[src/core/upi_pkg.sv]
package upi_pkg;
	// Interrupt status bit positions.
	localparam int IRQ_ACK      = 0;
	localparam int IRQ_EPP_TO   = 1;
	localparam int IRQ_FAULT    = 2;
	localparam int IRQ_BULK_IN  = 3;
	localparam int IRQ_BULK_OUT = 4;
	localparam int IRQ_CHANGE   = 5;
	localparam int IRQ_DISCON   = 6;
	localparam int IRQ_COUNT    = 7;

	// Register offsets on the plain register port.
	localparam logic [3:0] ADDR_CONTROL  = 4'h2;
	localparam logic [3:0] ADDR_EXT_CTRL = 4'h5;
	localparam logic [3:0] ADDR_BRIDGE   = 4'h7;
	localparam logic [3:0] ADDR_SETUP    = 4'h8;
	localparam logic [3:0] ADDR_IRQ_STAT = 4'h9;

	// Control register fields.
	localparam int CTL_IRQ_EN_BIT   = 4;
	localparam int CTL_EPP_MASK_BIT = 0;

	// Bridge control register mask bits.
	localparam int MSK_DISCON   = 7;
	localparam int MSK_CHANGE   = 6;
	localparam int MSK_BULK_IN  = 5;
	localparam int MSK_BULK_OUT = 4;
	localparam int MSK_FAULT    = 3;

	// Extended control register flag positions.
	localparam int EXT_ACK_IRQ    = 0;
	localparam int EXT_FAULT_IRQ  = 1;
	localparam int EXT_BIN_IRQ    = 2;
	localparam int EXT_BIN_EMPTY  = 3;
	localparam int EXT_BOUT_EMPTY = 4;
	localparam int EXT_MODE_LSB   = 5;

	// Setup register fields.
	localparam int SET_FILT_EN  = 0;
	localparam int SET_FILT_OVR = 1;

	// Reset values and the ECP mode code.
	localparam logic [7:0] RST_CONTROL = 8'h00;
	localparam logic [7:0] RST_BRIDGE  = 8'hf8;
	localparam logic [7:0] RST_SETUP   = 8'h01;
	localparam logic [2:0] RST_MODE    = 3'h0;
	localparam logic [2:0] MODE_ECP    = 3'h3;

	// Timing.
	localparam int CLK_MHZ         = 250;
	localparam int IDLE_TIME_MS    = 1000;
	localparam int IDLE_CYCLES     = IDLE_TIME_MS * 1000 * CLK_MHZ;
	localparam int EPP_TIMEOUT_US  = 10;
	localparam int EPP_CYCLES      = EPP_TIMEOUT_US * CLK_MHZ;
	localparam int FILT_CYCLES     = 3;
endpackage

[src/core/upi_irq_logic.sv]
// Behaviour
// - Seven separately masked conditions form interrupt status for the interrupt pipe.
// - A host read of interrupt status clears all pending interrupts.
// - With interrupt enable set, each rising nAck edge raises acknowledge interrupt.
// - Pending acknowledge interrupt shows in extended control flag.
// - EPP time-out interrupt enabled by its own mask bit at 0.
// - EPP time-out declared when peripheral misses handshake within limit.
// - Fault interrupt enabled by mask at 0; flag in extended control.
// - In ECP mode, nFault falling or low while unmasked raises fault.
// - Bulk-in enabled by mask at 0; interrupt and empty flags shown.
// - Bulk-in interrupt raised while inbound data is available.
// - Bulk-out enabled by mask at 0; empty flag shown.
// - Bulk-out interrupt raised when outbound pipeline becomes empty.
// - Line-change enabled by mask at 0; no status flag.
// - Any change on peripheral-driven lines raises line-change interrupt.
// - Disconnect enabled by mask at 0; no status flag.
// - PLH falling raises disconnect interrupt.
// - PLH low with all five lines high over one second raises disconnect.
// - Filter-bypass strap low passes inputs without digital filtering.
// - High-drive strap low drives all outputs push-pull continuously.
// - Power strap high reports self-powered in Get-Status reply.
// - Software override selects filter enable bit, else strap decides.
// - ECP mode is mode field value 011.
// - Mask bits: disconnect 7, change 6, bulk-in 5, bulk-out 4, fault 3.
//
// Design decisions made here: the address-and-strobe port and the address map.
`timescale 1ns/1ps
module upi_irq_logic #(
	parameter int IDLE_CYCLES = upi_pkg::IDLE_CYCLES
) (
	input  wire logic       core_clk,
	input  wire logic       rst_b,
	input  wire logic [3:0] regAddr,
	input  wire logic [7:0] regWrData,
	input  wire logic       regWrStb,
	input  wire logic       regRdStb,
	output logic      [7:0] regRdData,
	input  wire logic       ackLineIn,
	input  wire logic       busyLineIn,
	input  wire logic       faultLineIn,
	input  wire logic       perrLineIn,
	input  wire logic       selectLineIn,
	input  wire logic       plhLineIn,
	input  wire logic       filterStrapIn,
	input  wire logic       drive_strap_pin,
	input  wire logic       powerStrapIn,
	input  wire logic       eppBusy,
	input  wire logic       eppStrobe,
	input  wire logic       eppReply,
	input  wire logic       bulkInAvail,
	input  wire logic       bulkOutEmpty,
	input  wire logic       irqPipeRead,
	output logic      [6:0] irqPipeData,
	output logic            irqPipeValid,
	output logic      [5:0] filtLines,
	output logic            highDrive,
	output logic            selfPowered
);
	logic [5:0]  syncA_ff;
	logic [5:0]  syncB_ff;
	logic [2:0]  strapA_ff;
	logic [2:0]  strapB_ff;
	logic [2:0]  strap_ff;
	logic        strapDone_ff;
	logic [5:0]  lines_ff;
	logic [5:0]  linesPrev_ff;
	logic [1:0]  filtCnt_ff [6];
	logic [5:0]  filtVal_ff;
	logic [7:0]  control_ff;
	logic [7:0]  bridge_ff;
	logic [7:0]  setup_ff;
	logic [2:0]  mode_ff;
	logic [6:0]  pend_ff;
	logic [6:0]  nxt_pend;
	logic [31:0] idleCnt_ff;
	logic        idleFired_ff;
	logic [15:0] eppCnt_ff;
	logic        bulkOutPrev_ff;
	logic [7:0]  regRdData_ff;
	logic        filterOn;
	logic [5:0]  lineSel;
	logic        isEcp;
	logic [6:0]  event_now;
	logic [6:0]  enable;
	logic        statRead;
	logic        idleHit;
	logic        eppHit;
	logic [7:0]  extCtrl;

	// Pin inputs pass two flip-flops before any logic.
	always_ff @(posedge core_clk or negedge rst_b) begin
		if (!rst_b) begin
			syncA_ff <= 6'h3f;
			syncB_ff <= 6'h3f;
		end else begin
			syncA_ff <= {plhLineIn, selectLineIn, perrLineIn,
				faultLineIn, busyLineIn, ackLineIn};
			syncB_ff <= syncA_ff;
		end
	end

	// Strap pins pass two flip-flops that keep running through reset.
	always_ff @(posedge core_clk) begin
		strapA_ff <= {powerStrapIn, drive_strap_pin, filterStrapIn};
		strapB_ff <= strapA_ff;
	end

	// The level sampled during reset is held from the first edge after it.
	always_ff @(posedge core_clk or negedge rst_b) begin
		if (!rst_b) begin
			strap_ff     <= 3'h7;
			strapDone_ff <= 1'b0;
		end else if (!strapDone_ff) begin
			strap_ff     <= strapB_ff;
			strapDone_ff <= 1'b1;
		end
	end

	// Filter on unless bypassed.
	assign filterOn = setup_ff[upi_pkg::SET_FILT_OVR] ?
		setup_ff[upi_pkg::SET_FILT_EN] : strap_ff[0];

	// Each line is accepted after staying stable for a few cycles.
	genvar gi;
	generate
		for (gi = 0; gi < 6; gi++) begin : g_filt
			always_ff @(posedge core_clk or negedge rst_b) begin
				if (!rst_b) begin
					filtCnt_ff[gi] <= 2'h0;
					filtVal_ff[gi] <= 1'b1;
				end else if (syncB_ff[gi] == filtVal_ff[gi]) begin
					filtCnt_ff[gi] <= 2'h0;
				end else if (filtCnt_ff[gi] ==
					2'(upi_pkg::FILT_CYCLES - 1)) begin
					filtCnt_ff[gi] <= 2'h0;
					filtVal_ff[gi] <= syncB_ff[gi];
				end else begin
					filtCnt_ff[gi] <= filtCnt_ff[gi] + 2'h1;
				end
			end
		end
	endgenerate

	assign lineSel = filterOn ? filtVal_ff : syncB_ff;

	always_ff @(posedge core_clk or negedge rst_b) begin
		if (!rst_b) begin
			lines_ff     <= 6'h3f;
			linesPrev_ff <= 6'h3f;
		end else begin
			lines_ff     <= lineSel;
			linesPrev_ff <= lines_ff;
		end
	end

	// Idle-high timer for disconnect detection.
	always_ff @(posedge core_clk or negedge rst_b) begin
		if (!rst_b) begin
			idleCnt_ff   <= 32'h0;
			idleFired_ff <= 1'b0;
		end else if (lines_ff[5] || (lines_ff[4:0] != 5'h1f)) begin
			idleCnt_ff   <= 32'h0;
			idleFired_ff <= 1'b0;
		end else if (idleCnt_ff < 32'(IDLE_CYCLES)) begin
			idleCnt_ff <= idleCnt_ff + 32'h1;
		end else begin
			idleFired_ff <= 1'b1;
		end
	end
	assign idleHit = !idleFired_ff && idleCnt_ff == 32'(IDLE_CYCLES);

	// EPP handshake watchdog.
	always_ff @(posedge core_clk or negedge rst_b) begin
		if (!rst_b) begin
			eppCnt_ff <= 16'h0;
		end else if (!eppBusy || eppReply || eppStrobe) begin
			eppCnt_ff <= 16'h0;
		end else if (eppCnt_ff <= 16'(upi_pkg::EPP_CYCLES)) begin
			eppCnt_ff <= eppCnt_ff + 16'h1;
		end
	end
	assign eppHit = eppCnt_ff == 16'(upi_pkg::EPP_CYCLES);

	always_ff @(posedge core_clk or negedge rst_b) begin
		if (!rst_b) begin
			bulkOutPrev_ff <= 1'b1;
		end else begin
			bulkOutPrev_ff <= bulkOutEmpty;
		end
	end

	assign isEcp = mode_ff == upi_pkg::MODE_ECP;

	always_comb begin
		event_now = 7'h0;
		event_now[upi_pkg::IRQ_ACK] = lines_ff[0] && !linesPrev_ff[0];
		event_now[upi_pkg::IRQ_EPP_TO] = eppHit;
		event_now[upi_pkg::IRQ_FAULT] = isEcp &&
			((linesPrev_ff[2] && !lines_ff[2]) || !lines_ff[2]);
		event_now[upi_pkg::IRQ_BULK_IN] = bulkInAvail;
		event_now[upi_pkg::IRQ_BULK_OUT] = bulkOutEmpty &&
			!bulkOutPrev_ff;
		event_now[upi_pkg::IRQ_CHANGE] = lines_ff != linesPrev_ff;
		event_now[upi_pkg::IRQ_DISCON] = (linesPrev_ff[5] && !lines_ff[5])
			|| idleHit;
	end

	always_comb begin
		enable = 7'h0;
		enable[upi_pkg::IRQ_ACK] = control_ff[upi_pkg::CTL_IRQ_EN_BIT];
		enable[upi_pkg::IRQ_EPP_TO] =
			!control_ff[upi_pkg::CTL_EPP_MASK_BIT];
		enable[upi_pkg::IRQ_FAULT] = !bridge_ff[upi_pkg::MSK_FAULT];
		enable[upi_pkg::IRQ_BULK_IN] = !bridge_ff[upi_pkg::MSK_BULK_IN];
		enable[upi_pkg::IRQ_BULK_OUT] =
			!bridge_ff[upi_pkg::MSK_BULK_OUT];
		enable[upi_pkg::IRQ_CHANGE] = !bridge_ff[upi_pkg::MSK_CHANGE];
		enable[upi_pkg::IRQ_DISCON] = !bridge_ff[upi_pkg::MSK_DISCON];
	end

	assign statRead = irqPipeRead ||
		(regRdStb && regAddr == upi_pkg::ADDR_IRQ_STAT);

	// Pending bits: a read clears, but a new event in that cycle wins.
	always_comb begin
		nxt_pend = statRead ? 7'h0 : pend_ff;
		nxt_pend = nxt_pend | (event_now & enable);
	end

	always_ff @(posedge core_clk or negedge rst_b) begin
		if (!rst_b) begin
			pend_ff <= 7'h0;
		end else begin
			pend_ff <= nxt_pend;
		end
	end

	// Interrupt pipe output.
	always_ff @(posedge core_clk or negedge rst_b) begin
		if (!rst_b) begin
			irqPipeData  <= 7'h0;
			irqPipeValid <= 1'b0;
		end else begin
			irqPipeData  <= nxt_pend;
			irqPipeValid <= |nxt_pend;
		end
	end

	// Software registers.
	always_ff @(posedge core_clk or negedge rst_b) begin
		if (!rst_b) begin
			control_ff <= upi_pkg::RST_CONTROL;
			bridge_ff  <= upi_pkg::RST_BRIDGE;
			setup_ff   <= upi_pkg::RST_SETUP;
			mode_ff    <= upi_pkg::RST_MODE;
		end else if (regWrStb) begin
			if (regAddr == upi_pkg::ADDR_CONTROL) begin
				control_ff <= regWrData;
			end else if (regAddr == upi_pkg::ADDR_BRIDGE) begin
				bridge_ff <= {regWrData[7:3], 1'b0, regWrData[1:0]};
			end else if (regAddr == upi_pkg::ADDR_SETUP) begin
				setup_ff <= {6'h0, regWrData[1:0]};
			end else if (regAddr == upi_pkg::ADDR_EXT_CTRL) begin
				mode_ff <= regWrData[7:5];
			end
		end
	end

	always_comb begin
		extCtrl = 8'h0;
		extCtrl[upi_pkg::EXT_ACK_IRQ] = pend_ff[upi_pkg::IRQ_ACK];
		extCtrl[upi_pkg::EXT_FAULT_IRQ] = pend_ff[upi_pkg::IRQ_FAULT];
		extCtrl[upi_pkg::EXT_BIN_IRQ] = pend_ff[upi_pkg::IRQ_BULK_IN];
		extCtrl[upi_pkg::EXT_BIN_EMPTY] = !bulkInAvail;
		extCtrl[upi_pkg::EXT_BOUT_EMPTY] = bulkOutEmpty;
		extCtrl[7:5] = mode_ff;
	end

	always_ff @(posedge core_clk or negedge rst_b) begin
		if (!rst_b) begin
			regRdData_ff <= 8'h0;
		end else if (regRdStb) begin
			if (regAddr == upi_pkg::ADDR_CONTROL) begin
				regRdData_ff <= control_ff;
			end else if (regAddr == upi_pkg::ADDR_BRIDGE) begin
				regRdData_ff <= bridge_ff;
			end else if (regAddr == upi_pkg::ADDR_SETUP) begin
				regRdData_ff <= setup_ff;
			end else if (regAddr == upi_pkg::ADDR_EXT_CTRL) begin
				regRdData_ff <= extCtrl;
			end else if (regAddr == upi_pkg::ADDR_IRQ_STAT) begin
				regRdData_ff <= {1'b0, pend_ff};
			end else begin
				regRdData_ff <= 8'h0;
			end
		end else begin
			regRdData_ff <= 8'h0;
		end
	end
	assign regRdData = regRdData_ff;

	// Board mode outputs.
	always_ff @(posedge core_clk or negedge rst_b) begin
		if (!rst_b) begin
			filtLines   <= 6'h3f;
			highDrive   <= 1'b0;
			selfPowered <= 1'b0;
		end else begin
			filtLines   <= lineSel;
			highDrive   <= strapDone_ff && !strap_ff[1];
			selfPowered <= strapDone_ff && strap_ff[2];
		end
	end
endmodule // upi_irq_logic

[config.mk]
export PLATFORM = sky130hd
export DESIGN_NAME = upi_irq_logic
export DESIGN_NICKNAME = d
export VERILOG_FILES = /design/src/core/upi_pkg.sv /design/src/core/upi_irq_logic.sv
export SDC_FILE = /design/constraint.sdc
export NUM_CORES = 1
export LEC_CHECK = 0
export ABC_AREA = 1
export BUFFER_PORTS_ARGS = -buffer_cell sky130_fd_sc_hd__clkbuf_2
export CORE_MARGIN = 3
export CORE_UTILIZATION = 50
export CTS_CLUSTER_DIAMETER = 80
export CTS_CLUSTER_SIZE = 28
export DETAILED_ROUTE_END_ITERATION = 8
export PLACE_DENSITY = 0.68
export SYNTH_ARGS = -nofsm -noshare
export SYNTH_HDL_FRONTEND = slang
export SYNTH_SLANG_ARGS = --single-unit
[constraint.sdc]
create_clock -name core_clk -period 2.34 [get_ports core_clk]
set_input_delay 0.234 -clock core_clk [delete_from_list [all_inputs] [get_ports core_clk]]
set_output_delay 0.234 -clock core_clk [all_outputs]
set_load 0.02 [all_outputs]
==> results of run 1 <==
worst reg2reg max path, delay by kind of cell (launching register included):
family	cells	cell delay [ns]
adder cells (fa/ha/maj)	1	0.30
AND/OR/NAND/NOR	5	0.88
flip-flops	1	0.44
XOR/XNOR	1	0.16
buffers and inverters	1	0.08
worst min path at each step:
stage,cells past startpoint,slack (ns),endpoint,start
6_report,3,0.05,bridge_ff[3]$_DFFE_PN1P_,regWrData[3]
3_3_place_gp,1,0.24,eppCnt_ff[1]$_DFFE_PN0P_,rst_b
2_1_floorplan,0,-0.06,bridge_ff[0]$_DFFE_PN0P_,rst_b
3_5_place_dp,1,0.24,eppCnt_ff[1]$_DFFE_PN0P_,rst_b
4_1_cts,3,0.04,bridge_ff[3]$_DFFE_PN1P_,regWrData[3]
5_1_grt,3,0.05,bridge_ff[3]$_DFFE_PN1P_,regWrData[3]
state kept, by name (all words and copies together) (netlist names), 2 cells and up:
register and count:
filtLines 6, irqPipeData 7, linesPrev_ff 6, control_ff 8, filtCnt_ff 12, strapB_ff 3, regRdData 8, setup_ff 2
strapA_ff 3, idleCnt_ff 32, filtVal_ff 6, eppCnt_ff 16, syncB_ff 6, bridge_ff 7, syncA_ff 6, mode_ff 3
strap_ff 3
logic make-up (layout without fill, tap and decap cells):
family | Yosys count | count (layout) | synth area share, %
and+or+nand+nor | 497 | 497 | 30.5
DFF | 140 | 140 | 52.4
buffers and inverters | 122 | 212 | 7.32
AOI/OAI and AO/OA | 70 | 70 | 5.46
xor gates and xnor gates | 21 | 21 | 2.74
adders and majority gates | 7 | 7 | 1.30
other | 1 | 1 | 0.0558
muxes | 1 | 1 | 0.168
routing by layer:
metal | vias to the layer above | GRT usage, % | share of wire (%)
met1 | 2524 | 30.9 | 48
met4 | 0 | 7.14 | 1.6
met2 | 139 | 32.3 | 45
met3 | 24 | 5.25 | 5.1
li1 | 2863 | - | -
met5 | - | 0 | 0
layout make-up:
class | count | area (µm²) | area share (%)
Sequential cell | 140 | 3520 | 44.5
Tap cell | 172 | 215 | 2.72
Timing Repair Buffer | 76 | 482 | 6.09
Clock inverter | 10 | 75.1 | 0.949
Multi-Input combinational cell | 597 | 2710 | 34.2
Clock buffer | 22 | 518 | 6.55
Inverter | 104 | 390 | 4.94
cells in the final DEF (no fill, tap or decap), types with 19 or more instances in the layout:
cell type | synthesis | routed
nand3_1 | 81 | 81
dfrtp_1 | 94 | 94
inv_1 | 102 | 102
nor2_1 | 121 | 121
clkbuf_16 | 0 | 20
dfstp_2 | 40 | 40
clkbuf_2 | 0 | 53
nor3_1 | 19 | 19
nand2_1 | 252 | 252
o21ai_0 | 45 | 45
power groups by stage:
stage          clock, mW  sequential, mW  combinational, mW
3_3_place_gp           0            3.09              0.795
6_report            2.62            3.06              0.822
2_1_floorplan          0            3.10              0.513
3_5_place_dp           0            3.10              0.821
5_1_grt             2.79            3.11              0.948
4_1_cts             2.67            3.06              0.840
per-stage QoR:
| stage | util (%) | worst slack (ns) |
|---|---|---|
| 6_report | 61.4 | 0.427 |
| 5_1_grt | 61.4 | 0.229 |
| 4_1_cts | 61.4 | 0.468 |
| 3_5_place_dp | 56.0 | 0.489 |
| 3_3_place_gp | 56.0 | 0.534 |
| 2_1_floorplan | - | 0.745 |
repair_timing:
item	4_1_cts	5_1_grt
endpoints found under the setup margin	0	0
hold buffers	11	0
hold endpoints to repair	57	0
gates resized for setup	0	0
setup buffers	0	0
==> summary.txt, run 1 <==
STA
  • Hold Slack: 0.0519 ns
  • Max Clock Freq: 523 MHz
  • Crit path time final: 1.91 ns
  • Fin crit share: 81.8%
  • Final setup fails: 0
  • Clock skew: 0.00541 ns
  • Fin. Hold Viols: 0
  • RSZ-0062 raised after global routing: no
  • Worst rel slew slack: 60.7%
  • Max-slew violation count: 0
  • Slew @ Worst Pin: 0.585 ns
  • Setup TNS: 0 ns

Placement
  • Dpl cell area: 7210 µm²
  • Port Buf Inserts: 54
  • Post-DP HPWL: 10,500 µm
  • Routability Congestion: 0.982
  • Dpl cells: 1,078

Pwr
  • Leak: 3.75 nW
  • PwrDens: 823 nW/µm²
  • Peak VDD IR: 0.628 mV
  • Seq pwr share: 47.1%
  • Switching power of the nets: 1.76 mW
  • Internal power: 4.75 mW
  • PnR Total Power: 6.51 mW
  • Combinational power share: 12.6%
  • Clock power share: 40.3%
  • Switching share of power: 27.1%

Yosys
  • Synth cell count leaders: nand2_1, nor2_1, inv_1
  • Number of synthesized flops with an enable pin: 0
  • Syn avg cell area: 7.82 µm²
  • Synth top area share: 35.0%
  • Synth area leaders: dfrtp_1, dfstp_2, nand2_1
  • Sequential element share of the synthesized area: 52.4%
  • Mapped Area: 6720 µm²
  • Post-Synthesis Net Count: 897
  • Post-Syn Instances: 859
  • Largest area contributor in the netlist: dfrtp_1
  • Count leader, synth: nand2_1
  • Yosys reg bits: 140
  • Yosys cell types: 36
  • Synthesis Warnings: 0
  • Predominant post-synthesis flop cell: dfrtp_1
  • Async S/R FF share, synth: 95.7%

Clock network
  • TritonCTS Buffers: 17
  • CTS root buf: clkbuf_16
  • H-tree levels: 4
  • Clock tree buffer depth: 2
  • Clk sinks: 140
  • Skew-Pair Late Insertion Delay: 0.42 ns
  • Clock transition at path regs: 0.06 ns
  • CTS tree: yes

Die
  • Core Box Area: 12,900 µm²
  • Num rows: 41
  • Die X: 122 µm
  • Die H: 122 µm
  • Die area: 14,900 µm²
  • Initial core utilization: 52.2%
  • Top Ports: 55

Critical path
  • Worst path max stage delay: 0.44 ns
  • Flop-to-flop setup slack: 0.43 ns
  • Worst Path Buf+Inv: 1
  • Worst r2r src: idleCnt_ff[0]$_DFFE_PN0P_
  • Critical Path Sink: idleCnt_ff[16]$_DFFE_PN0P_
  • Arr. time, crit path: 2.27 ns
  • Element type at the critical path end: flip-flop
  • Critical Path Start: idleCnt_ff[0]$_DFFE_PN0P_
  • Cell depth of the worst setup path: 8
  • CP required: 2.69 ns
  • Reg2reg end: idleCnt_ff[16]$_DFFE_PN0P_
  • Crit path max fanout: 6
  • Cell family with most CP delay: simple AND/OR/NAND/NOR gates
  • Crit path kind: flip-flop to flip-flop
  • Worst r2r path cells: 8
  • Worst-path cell chain: ha_1 -> inv_1 -> nor2_1 -> nand2_1 -> nor2_1 -> xor2_1 -> nand3_1 -> nand2_1
  • CP max-delay cell: dfrtp_1
  • Critical Path Source Type: flip-flop

Global routing
  • Global-route wire length before repair: 25,400 µm
  • GRT Residual Overflow: 0
  • Largest net degree at the start of global routing: 61
  • Total track usage: 21.6%
  • Vias in the first global route: 5,322
  • Initial antenna violation count: 0

Run
  • # Max-Cap Violations: 0

Drt
  • Vias per cell: 4.95
  • Vias post-DR: 5,550
  • Initial DRC Count: 484
  • WL/cell: 13.3 µm
  • Post-route DRC: 0
  • First-pass iteration count of the detailed router: 5
  • Post-DRT Antenna Nets: 0
  • DRT Wirelength: 14,900 µm

Cells and area
  • Non-Filler Instances: 1,121
  • Post-route cell area: 7910 µm²
  • Area growth from synthesis to layout: 17.7%
  • Fillers: 1,158
  • Share of cells above drive strength 1: 15.2%
  • Layout Nets: 974
  • Antenna diodes: 0

Status
  • Status: complete, no violations

Hold path
  • Worst min-delay path class: input pin to flip-flop
(Power assumes the default switching activity.)
==> run 2: changes to the inputs <==
Settings changed: ABC_AREA 1 to 0.
Clock period 2.34 ns to 1.8 ns, I/O delays scaled along.
==> run 2 against run 1 <==
Net effect: the flow now finishes with violations (setup timing); power rose by 36%; critical path type unchanged; synthesized area fell by 7.5%; non-clock buffer count rose by 76; worst setup slack got worse by 0.68 ns.
==> summary.txt, run 2 <==
STA
  • Setup TNS: -5.03 ns (was 0 ns)
  • Fin crit share: 114% (was 81.8%)
  • RSZ-0062 raised after global routing: yes (was no)
  • Max Clock Freq: 487 MHz (was 523 MHz)
  • Crit path time final: 2.05 ns (was 1.91 ns)
  • Clock skew: 0.00603 ns (was 0.00541 ns)
  • Fin. Hold Viols: 0 (unchanged)
  • Max-slew violation count: 0 (unchanged)
  • PnR worst setup slack: -0.252 ns (was 0.427 ns)
  • Final setup fails: 31 (was 0)

Clock network
  • Skew-Pair Late Insertion Delay: 0.42 ns (about the same)
  • Clock transition at path regs: 0.06 ns (about the same)
  • TritonCTS Buffers: 17 (unchanged)
  • CTS root buf: clkbuf_16 (unchanged)
  • Clk sinks: 140 (unchanged)
  • H-tree levels: 4 (unchanged)
  • Clock tree buffer depth: 2 (unchanged)
  • CTS tree: yes (unchanged)

Hold path
  • Worst min-delay path class: input pin to flip-flop (unchanged)
  • Hold Path Depth: 2 (was 3)
  • Critical hold path startpoint: regWrData[1] (was regWrData[3])
  • WHS Endpoint: control_ff[1]$_DFFE_PN0P_ (was bridge_ff[3]$_DFFE_PN1P_)

Critical path
  • Crit path max fanout: 6 (unchanged)
  • Arr. time, crit path: 2.35 ns (was 2.27 ns)
  • Critical Path Source Type: flip-flop (unchanged)
  • Flop-to-flop setup slack: -0.25 ns (was 0.43 ns)
  • Reg2reg end: idleCnt_ff[11]$_DFFE_PN0P_ (was idleCnt_ff[16]$_DFFE_PN0P_)
  • Worst r2r src: idleCnt_ff[19]$_DFFE_PN0P_ (was idleCnt_ff[0]$_DFFE_PN0P_)
  • CP required: 2.10 ns (was 2.69 ns)
  • Crit path kind: flip-flop to flip-flop (unchanged)
  • Element type at the critical path end: flip-flop (unchanged)
  • Worst r2r path cells: 7 (was 8)

Yosys
  • Synth top area share: 37.8% (was 35.0%)
  • Post-Synthesis Net Count: 582 (was 897)
  • Mapped Area: 6210 µm² (was 6720 µm²)
  • Synth cell count leaders: dfrtp_1, dfstp_2, nor2_1 (was nand2_1, nor2_1, inv_1)
  • Largest area contributor in the netlist: dfrtp_1 (unchanged)
  • Yosys reg bits: 140 (unchanged)
  • Post-Syn Instances: 544 (was 859)
  • Synth area leaders: dfrtp_1, dfstp_2, mux2_2 (was dfrtp_1, dfstp_2, nand2_1)
  • Predominant post-synthesis flop cell: dfrtp_1 (unchanged)
  • Number of synthesized flops with an enable pin: 0 (unchanged)
  • Synthesis Warnings: 0 (unchanged)
  • Yosys cell types: 60 (was 36)
  • Count leader, synth: dfrtp_1 (was nand2_1)
  • Syn avg cell area: 11.4 µm² (was 7.82 µm²)
  • Sequential element share of the synthesized area: 56.7% (was 52.4%)
  • Async S/R FF share, synth: 95.7% (unchanged)

Cells and area
  • Most frequent cells in the layout: dfrtp_1, buf_4, clkbuf_2, dfstp_2, mux2_2 (was nand2_1, nor2_1, inv_1, dfrtp_1, nand3_1)
  • Antenna diodes: 0 (unchanged)
  • Area growth from synthesis to layout: 35.6% (was 17.7%)
  • Layout Nets: 728 (was 974)
  • Number of flip-flops under the largest register name: 32 (unchanged)
  • Top reg by flops: idleCnt_ff (unchanged)
  • Share of cells above drive strength 1: 42.0% (was 15.2%)
  • Top flop regs: idleCnt_ff (32), eppCnt_ff (16), filtCnt_ff (12) (unchanged)
  • Most common cell after layout, fill and taps aside: dfrtp_1 (was nand2_1)
  • Util after Layout: 69.9% (was 61.4%)

Pwr
  • PwrDens: 1050 nW/µm² (was 823 nW/µm²)
  • Leak: 3.58 nW (was 3.75 nW)
  • Peak VDD IR: 0.896 mV (was 0.628 mV)
  • PnR Total Power: 8.84 mW (was 6.51 mW)

Placement
  • Post-DP HPWL: 9990 µm (was 10,500 µm)
  • Port Buf Inserts: 54 (unchanged)
  • Place WS: -0.197 ns (was 0.489 ns)
  • Routability Congestion: 0.856 (was 0.982)

Global routing
  • Total track usage: 22.1% (was 21.6%)
  • Vias in the first global route: 5,019 (was 5,322)
  • GRT Residual Overflow: 0 (unchanged)
  • Largest net degree at the start of global routing: 45 (was 61)
  • Global-route wire length before repair: 24,500 µm (was 25,400 µm)
  • Initial antenna violation count: 0 (unchanged)

Die
  • Die H: 117 µm (was 122 µm)
  • Num rows: 40 (was 41)
  • Die area: 13,800 µm² (was 14,900 µm²)
  • Die X: 117 µm (was 122 µm)
  • Initial core utilization: 51.5% (was 52.2%)
  • Top Ports: 55 (unchanged)
  • Core Box Area: 12,100 µm² (was 12,900 µm²)

Drt
  • Post-route DRC: 0 (unchanged)
  • DRT Wirelength: 14,900 µm (about the same)
  • Vias post-DR: 4,910 (was 5,550)
  • Vias per cell: 5.64 (was 4.95)
  • WL/cell: 17.1 µm (was 13.3 µm)
  • Post-DRT Antenna Nets: 0 (unchanged)
  • Initial DRC Count: 380 (was 484)
  • First-pass iteration count of the detailed router: 5 (unchanged)

Status
  • Failing checks: setup timing
  • Status: finished, violations left (was complete, no violations)

Run
  • # Max-Cap Violations: 0 (unchanged)
-- run 2: critical path, stage by stage, from the launching register on --
cell and delay [ns]:
dfrtp_1 0.40, or4_4 0.55, nor4_4 0.20, a31o_4 0.29
buf_12 0.14, buf_16 0.11, nor4_1 0.05, o21a_1 0.19
-- run 2: power breakdown --
part | leakage, nW | internal, mW | switching, mW
registers | 1.73 | 3.76 | 0.355
clock network | 0.295 | 2.11 | 1.33
logic | 1.55 | 0.655 | 0.617
-- run 2: cell type report --
class / count / area [µm²]
Sequential cell: 140 / 3520
Timing Repair Buffer: 152 / 1190
Tap cell: 168 / 210
Clock inverter: 11 / 101
Fill cell: 851 / 3630
Inverter: 19 / 71.3
Multi-Input combinational cell: 360 / 2830
Clock buffer: 21 / 493
-- run 2: how the worst max path moves through the flow --
| stage | endpoint | from | slack [ns] | depth (start not counted) |
|---|---|---|---|---|
| 2_1_floorplan | idleCnt_ff[23]$_DFFE_PN0P_ | idleCnt_ff[31]$_DFFE_PN0P_ | -0.24 | 7 |
| 3_3_place_gp | irqPipeValid$_DFF_PN0_ | idleCnt_ff[8]$_DFFE_PN0P_ | -0.18 | 5 |
| 3_5_place_dp | idleCnt_ff[11]$_DFFE_PN0P_ | idleCnt_ff[19]$_DFFE_PN0P_ | -0.20 | 6 |
| 4_1_cts | idleCnt_ff[11]$_DFFE_PN0P_ | idleCnt_ff[24]$_DFFE_PN0P_ | -0.19 | 7 |
| 5_1_grt | idleCnt_ff[19]$_DFFE_PN0P_ | idleCnt_ff[19]$_DFFE_PN0P_ | -0.35 | 7 |
| 6_report | idleCnt_ff[11]$_DFFE_PN0P_ | idleCnt_ff[19]$_DFFE_PN0P_ | -0.25 | 7 |
-- run 2: logic make-up after synthesis --
group / after synthesis / share of synthesized area, %
AND/OR/NAND/NOR: 206 / 19.1
flip-flops: 140 / 56.7
AO/OA/AOI/OAI: 83 / 9.18
buffers and inverters: 44 / 3.18
multiplexers: 39 / 7.01
XOR/XNOR: 24 / 3.38
adder cells (fa/ha/maj): 7 / 1.41
other: 1 / 0.0603
-- run 2: timing repair --
item,CTS,global route
gates cloned,3,0
pin swaps,16,15
hold buffers,14,0
buffers inserted,6,3
endpoints found under the hold margin,110,0
endpoints found under the setup margin,31,38
gates resized for setup,17,31
-- run 2: stage by stage --
step / cells / cell area, µm² / hold WS [ns]
CTS: 868 / 8230 / 0.00297
global placement: 813 / 7290 / 0.0304
global route: 871 / 8430 / 0.0233
floorplan: 544 / 6390 / -0.116
detailed placement: 813 / 7290 / 0.0304
finish: 871 / 8430 / 0.0212
-- run 2: metal layers --
metal	share of wire, %	up-vias	track usage (%)	wire [µm]
met5	0	-	0	0
met4	2.6	0	8.72	384
met3	5.5	40	6.68	817
met2	48	160	35.0	7240
met1	43	2432	28.9	6490
li1	-	2278	-	-
==> run 3: changes to the inputs <==
Settings changed: CELL_PAD_IN_SITES_DETAIL_PLACEMENT set to 2, CELL_PAD_IN_SITES_GLOBAL_PLACEMENT set to 2, CORE_UTILIZATION 50 to 40, PLACE_DENSITY 0.68 to 0.78.
==> run 3 against run 2 <==
Net effect: the run still ends with setup timing left; worst hold slack improved by 0.0067 ns; clock skew increased by 0.0059 ns; power grew 11%; largest power group unchanged.
==> summary.txt, run 3 (same netlist as run 2, synthesis figures left out) <==
Status
  • Status: finished, violations left (unchanged)
  • Failing checks: setup timing (unchanged)

Die
  • Top Ports: 55 (unchanged)
  • Core Box Area: 14,900 µm² (was 12,100 µm²)
  • Die H: 131 µm (was 117 µm)
  • Die X: 131 µm (was 117 µm)
  • Num rows: 44 (was 40)
  • Initial core utilization: 41.8% (was 51.5%)
  • Die area: 17,100 µm² (was 13,800 µm²)

Clock network
  • H-tree levels: 4 (unchanged)
  • Clock transition at path regs: 0.07 ns (was 0.06 ns)
  • CTS root buf: clkbuf_16 (unchanged)
  • Skew-Pair Late Insertion Delay: 0.45 ns (was 0.42 ns)
  • CTS tree: yes (unchanged)
  • Clock tree buffer depth: 2 (unchanged)
  • Clk sinks: 140 (unchanged)
  • TritonCTS Buffers: 17 (unchanged)

Run
  • # Max-Cap Violations: 0 (unchanged)

STA
  • Hold Slack: 0.0279 ns (was 0.0212 ns)
  • Slew @ Worst Pin: 0.613 ns
  • Setup TNS: -10.43 ns (was -5.03 ns)
  • Fin crit share: 127% (was 114%)
  • Worst rel slew slack: 59.1%
  • Max-slew violation count: 0 (unchanged)
  • Max Clock Freq: 436 MHz (was 487 MHz)
  • Fin. Hold Viols: 0 (unchanged)
  • RSZ-0062 raised after global routing: yes (unchanged)
  • Final setup fails: 35 (was 31)
  • Crit path time final: 2.29 ns (was 2.05 ns)
  • PnR worst setup slack: -0.492 ns (was -0.252 ns)
  • Clock skew: 0.0120 ns (was 0.00603 ns)

Drt
  • Vias per cell: 6.54 (was 5.64)
  • Post-DRT Antenna Nets: 0 (unchanged)
  • DRT Wirelength: 31,600 µm (was 14,900 µm)
  • First-pass iteration count of the detailed router: 5 (unchanged)
  • Initial DRC Count: 579 (was 380)
  • Post-route DRC: 0 (unchanged)
  • WL/cell: 35.5 µm (was 17.1 µm)
  • Vias post-DR: 5,833 (was 4,910)

Critical path
  • Worst Path Buf+Inv: 0 (was 2)
  • Crit path max fanout: 6 (unchanged)
  • Crit path kind: flip-flop to flip-flop (unchanged)
  • Critical Path Source Type: flip-flop (unchanged)
  • CP max-delay cell: or4_4 (unchanged)
  • CP required: 2.17 ns (was 2.10 ns)
  • Element type at the critical path end: flip-flop (unchanged)
  • Arr. time, crit path: 2.66 ns (was 2.35 ns)
  • Worst path max stage delay: 0.57 ns (was 0.55 ns)
  • Cell family with most CP delay: simple AND/OR/NAND/NOR gates (unchanged)
  • Worst-path cell chain: or4_4 -> or3_4 -> nor3_4 -> nand4_1 -> a21oi_2 (was or4_4 -> nor4_4 -> a31o_4 -> buf_12 -> buf_16 -> nor4_1 -> o21a_1)

Pwr
  • Leak: 3.64 nW (was 3.58 nW)
  • PwrDens: 1120 nW/µm² (was 1050 nW/µm²)
  • PnR Total Power: 9.77 mW (was 8.84 mW)
  • Peak VDD IR: 1.20 mV (was 0.896 mV)

Cells and area
  • Area growth from synthesis to layout: 41.0% (was 35.6%)
  • Top reg by flops: idleCnt_ff (unchanged)
  • Most frequent cells in the layout: dfrtp_1, buf_4, clkbuf_2, dfstp_2, mux2_2 (unchanged)
  • Share of cells above drive strength 1: 48.2% (was 42.0%)
  • Number of flip-flops under the largest register name: 32 (unchanged)
  • Top flop regs: idleCnt_ff (32), eppCnt_ff (16), filtCnt_ff (12) (unchanged)
  • Most common cell after layout, fill and taps aside: dfrtp_1 (unchanged)
  • Layout Nets: 732 (was 728)

Global routing
  • Vias in the first global route: 6,218 (was 5,019)
  • Initial antenna violation count: 1 (was 0)
  • Total track usage: 32.7% (was 22.1%)
  • Global-route wire length before repair: 40,300 µm (was 24,500 µm)
  • Largest net degree at the start of global routing: 46 (was 45)
  • GRT Residual Overflow: 0 (unchanged)

Placement
  • Post-DP HPWL: 13,700 µm (was 9990 µm)
  • Routability Congestion: 0.846 (was 0.856)
  • Port Buf Inserts: 54 (unchanged)

Hold path
  • Worst min-delay path class: input pin to flip-flop (unchanged)
==> run 3: changes by cell type in the layout (fill, tap and decap cells not counted), sizes merged <==
cell         change
clkbuf           -4
clkinvlp         -1
inv              +5
buf              +5
diode            +1
dlygate4sd3      -1
==> run 3: metrics by stage <==
| step | setup WS (ns) | area, µm² | utilization (%) | std cells |
|---|---|---|---|---|
| floorplan | -0.243 | 6390 | - | 544 |
| global placement | -0.253 | 7300 | 49.1 | 829 |
| detailed placement | -0.304 | 7300 | 49.1 | 829 |
| CTS | -0.317 | 8400 | 56.5 | 887 |
| global route | -0.575 | 8760 | 58.9 | 892 |
| finish | -0.492 | 8760 | 58.9 | 892 |
==> run 3: final cells by class <==
class	count	area [µm²]
clock buffer	17	425
multi-input combinational	360	3140
tap	184	230
timing repair buffer	156	1190
clock inverter	15	171
antenna	1	2.50
sequential	140	3530
fill	1338	6100
inverter	19	71.3
==> run 3: path summary, 6_finish.rpt <==
check,from,to,slack (ns),cells past startpoint
worst max-delay path,idleCnt_ff[30]$_DFFE_PN0P_,idleCnt_ff[23]$_DFFE_PN0P_,-0.49,5
worst max register to register,idleCnt_ff[30]$_DFFE_PN0P_,idleCnt_ff[23]$_DFFE_PN0P_,-0.49,5
min in group asynchronous,rst_b,eppCnt_ff[4]$_DFFE_PN0P_,0.24,2
max in group asynchronous,rst_b,filtLines[5]$_DFF_PN1_,0.83,3
worst min-delay path,regWrData[6],control_ff[6]$_DFFE_PN0P_,0.03,2
worst min register to register,strapA_ff[0]$_DFF_P_,strapB_ff[0]$_DFF_P_,0.34,0
==> run 3: power by group <==
part / internal [mW] / total, mW / leakage (nW) / switching [mW]
sequential: 3.77 / 4.34 / 1.72 / 0.570
combinational: 0.741 / 1.67 / 1.61 / 0.932
clock: 1.99 / 3.76 / 0.297 / 1.77
==> run 3: worst reg2reg max path, cell delays in order, from the launching register on <==
cell	delay, ns
dfrtp_1	0.47
or4_4	0.57
or3_4	0.46
nor3_4	0.28
nand4_1	0.23
a21oi_2	0.22
==> run 3: metal layers <==
metal	track usage (%)	up-vias	share of wire, %
met5	0	-	0
met4	14.5	0	5.5
met3	8.58	124	6.5
met2	55.3	351	50
met1	39.4	3069	38
li1	-	2289	-
==> run 3: timing repair <==
item	in CTS	in global routing
hold buffers	13	0
buffers inserted	10	7
setup endpoints to repair	39	43
gates resized for setup	47	66
cloned	3	0
pin swaps	27	31
hold endpoints to repair	34	0
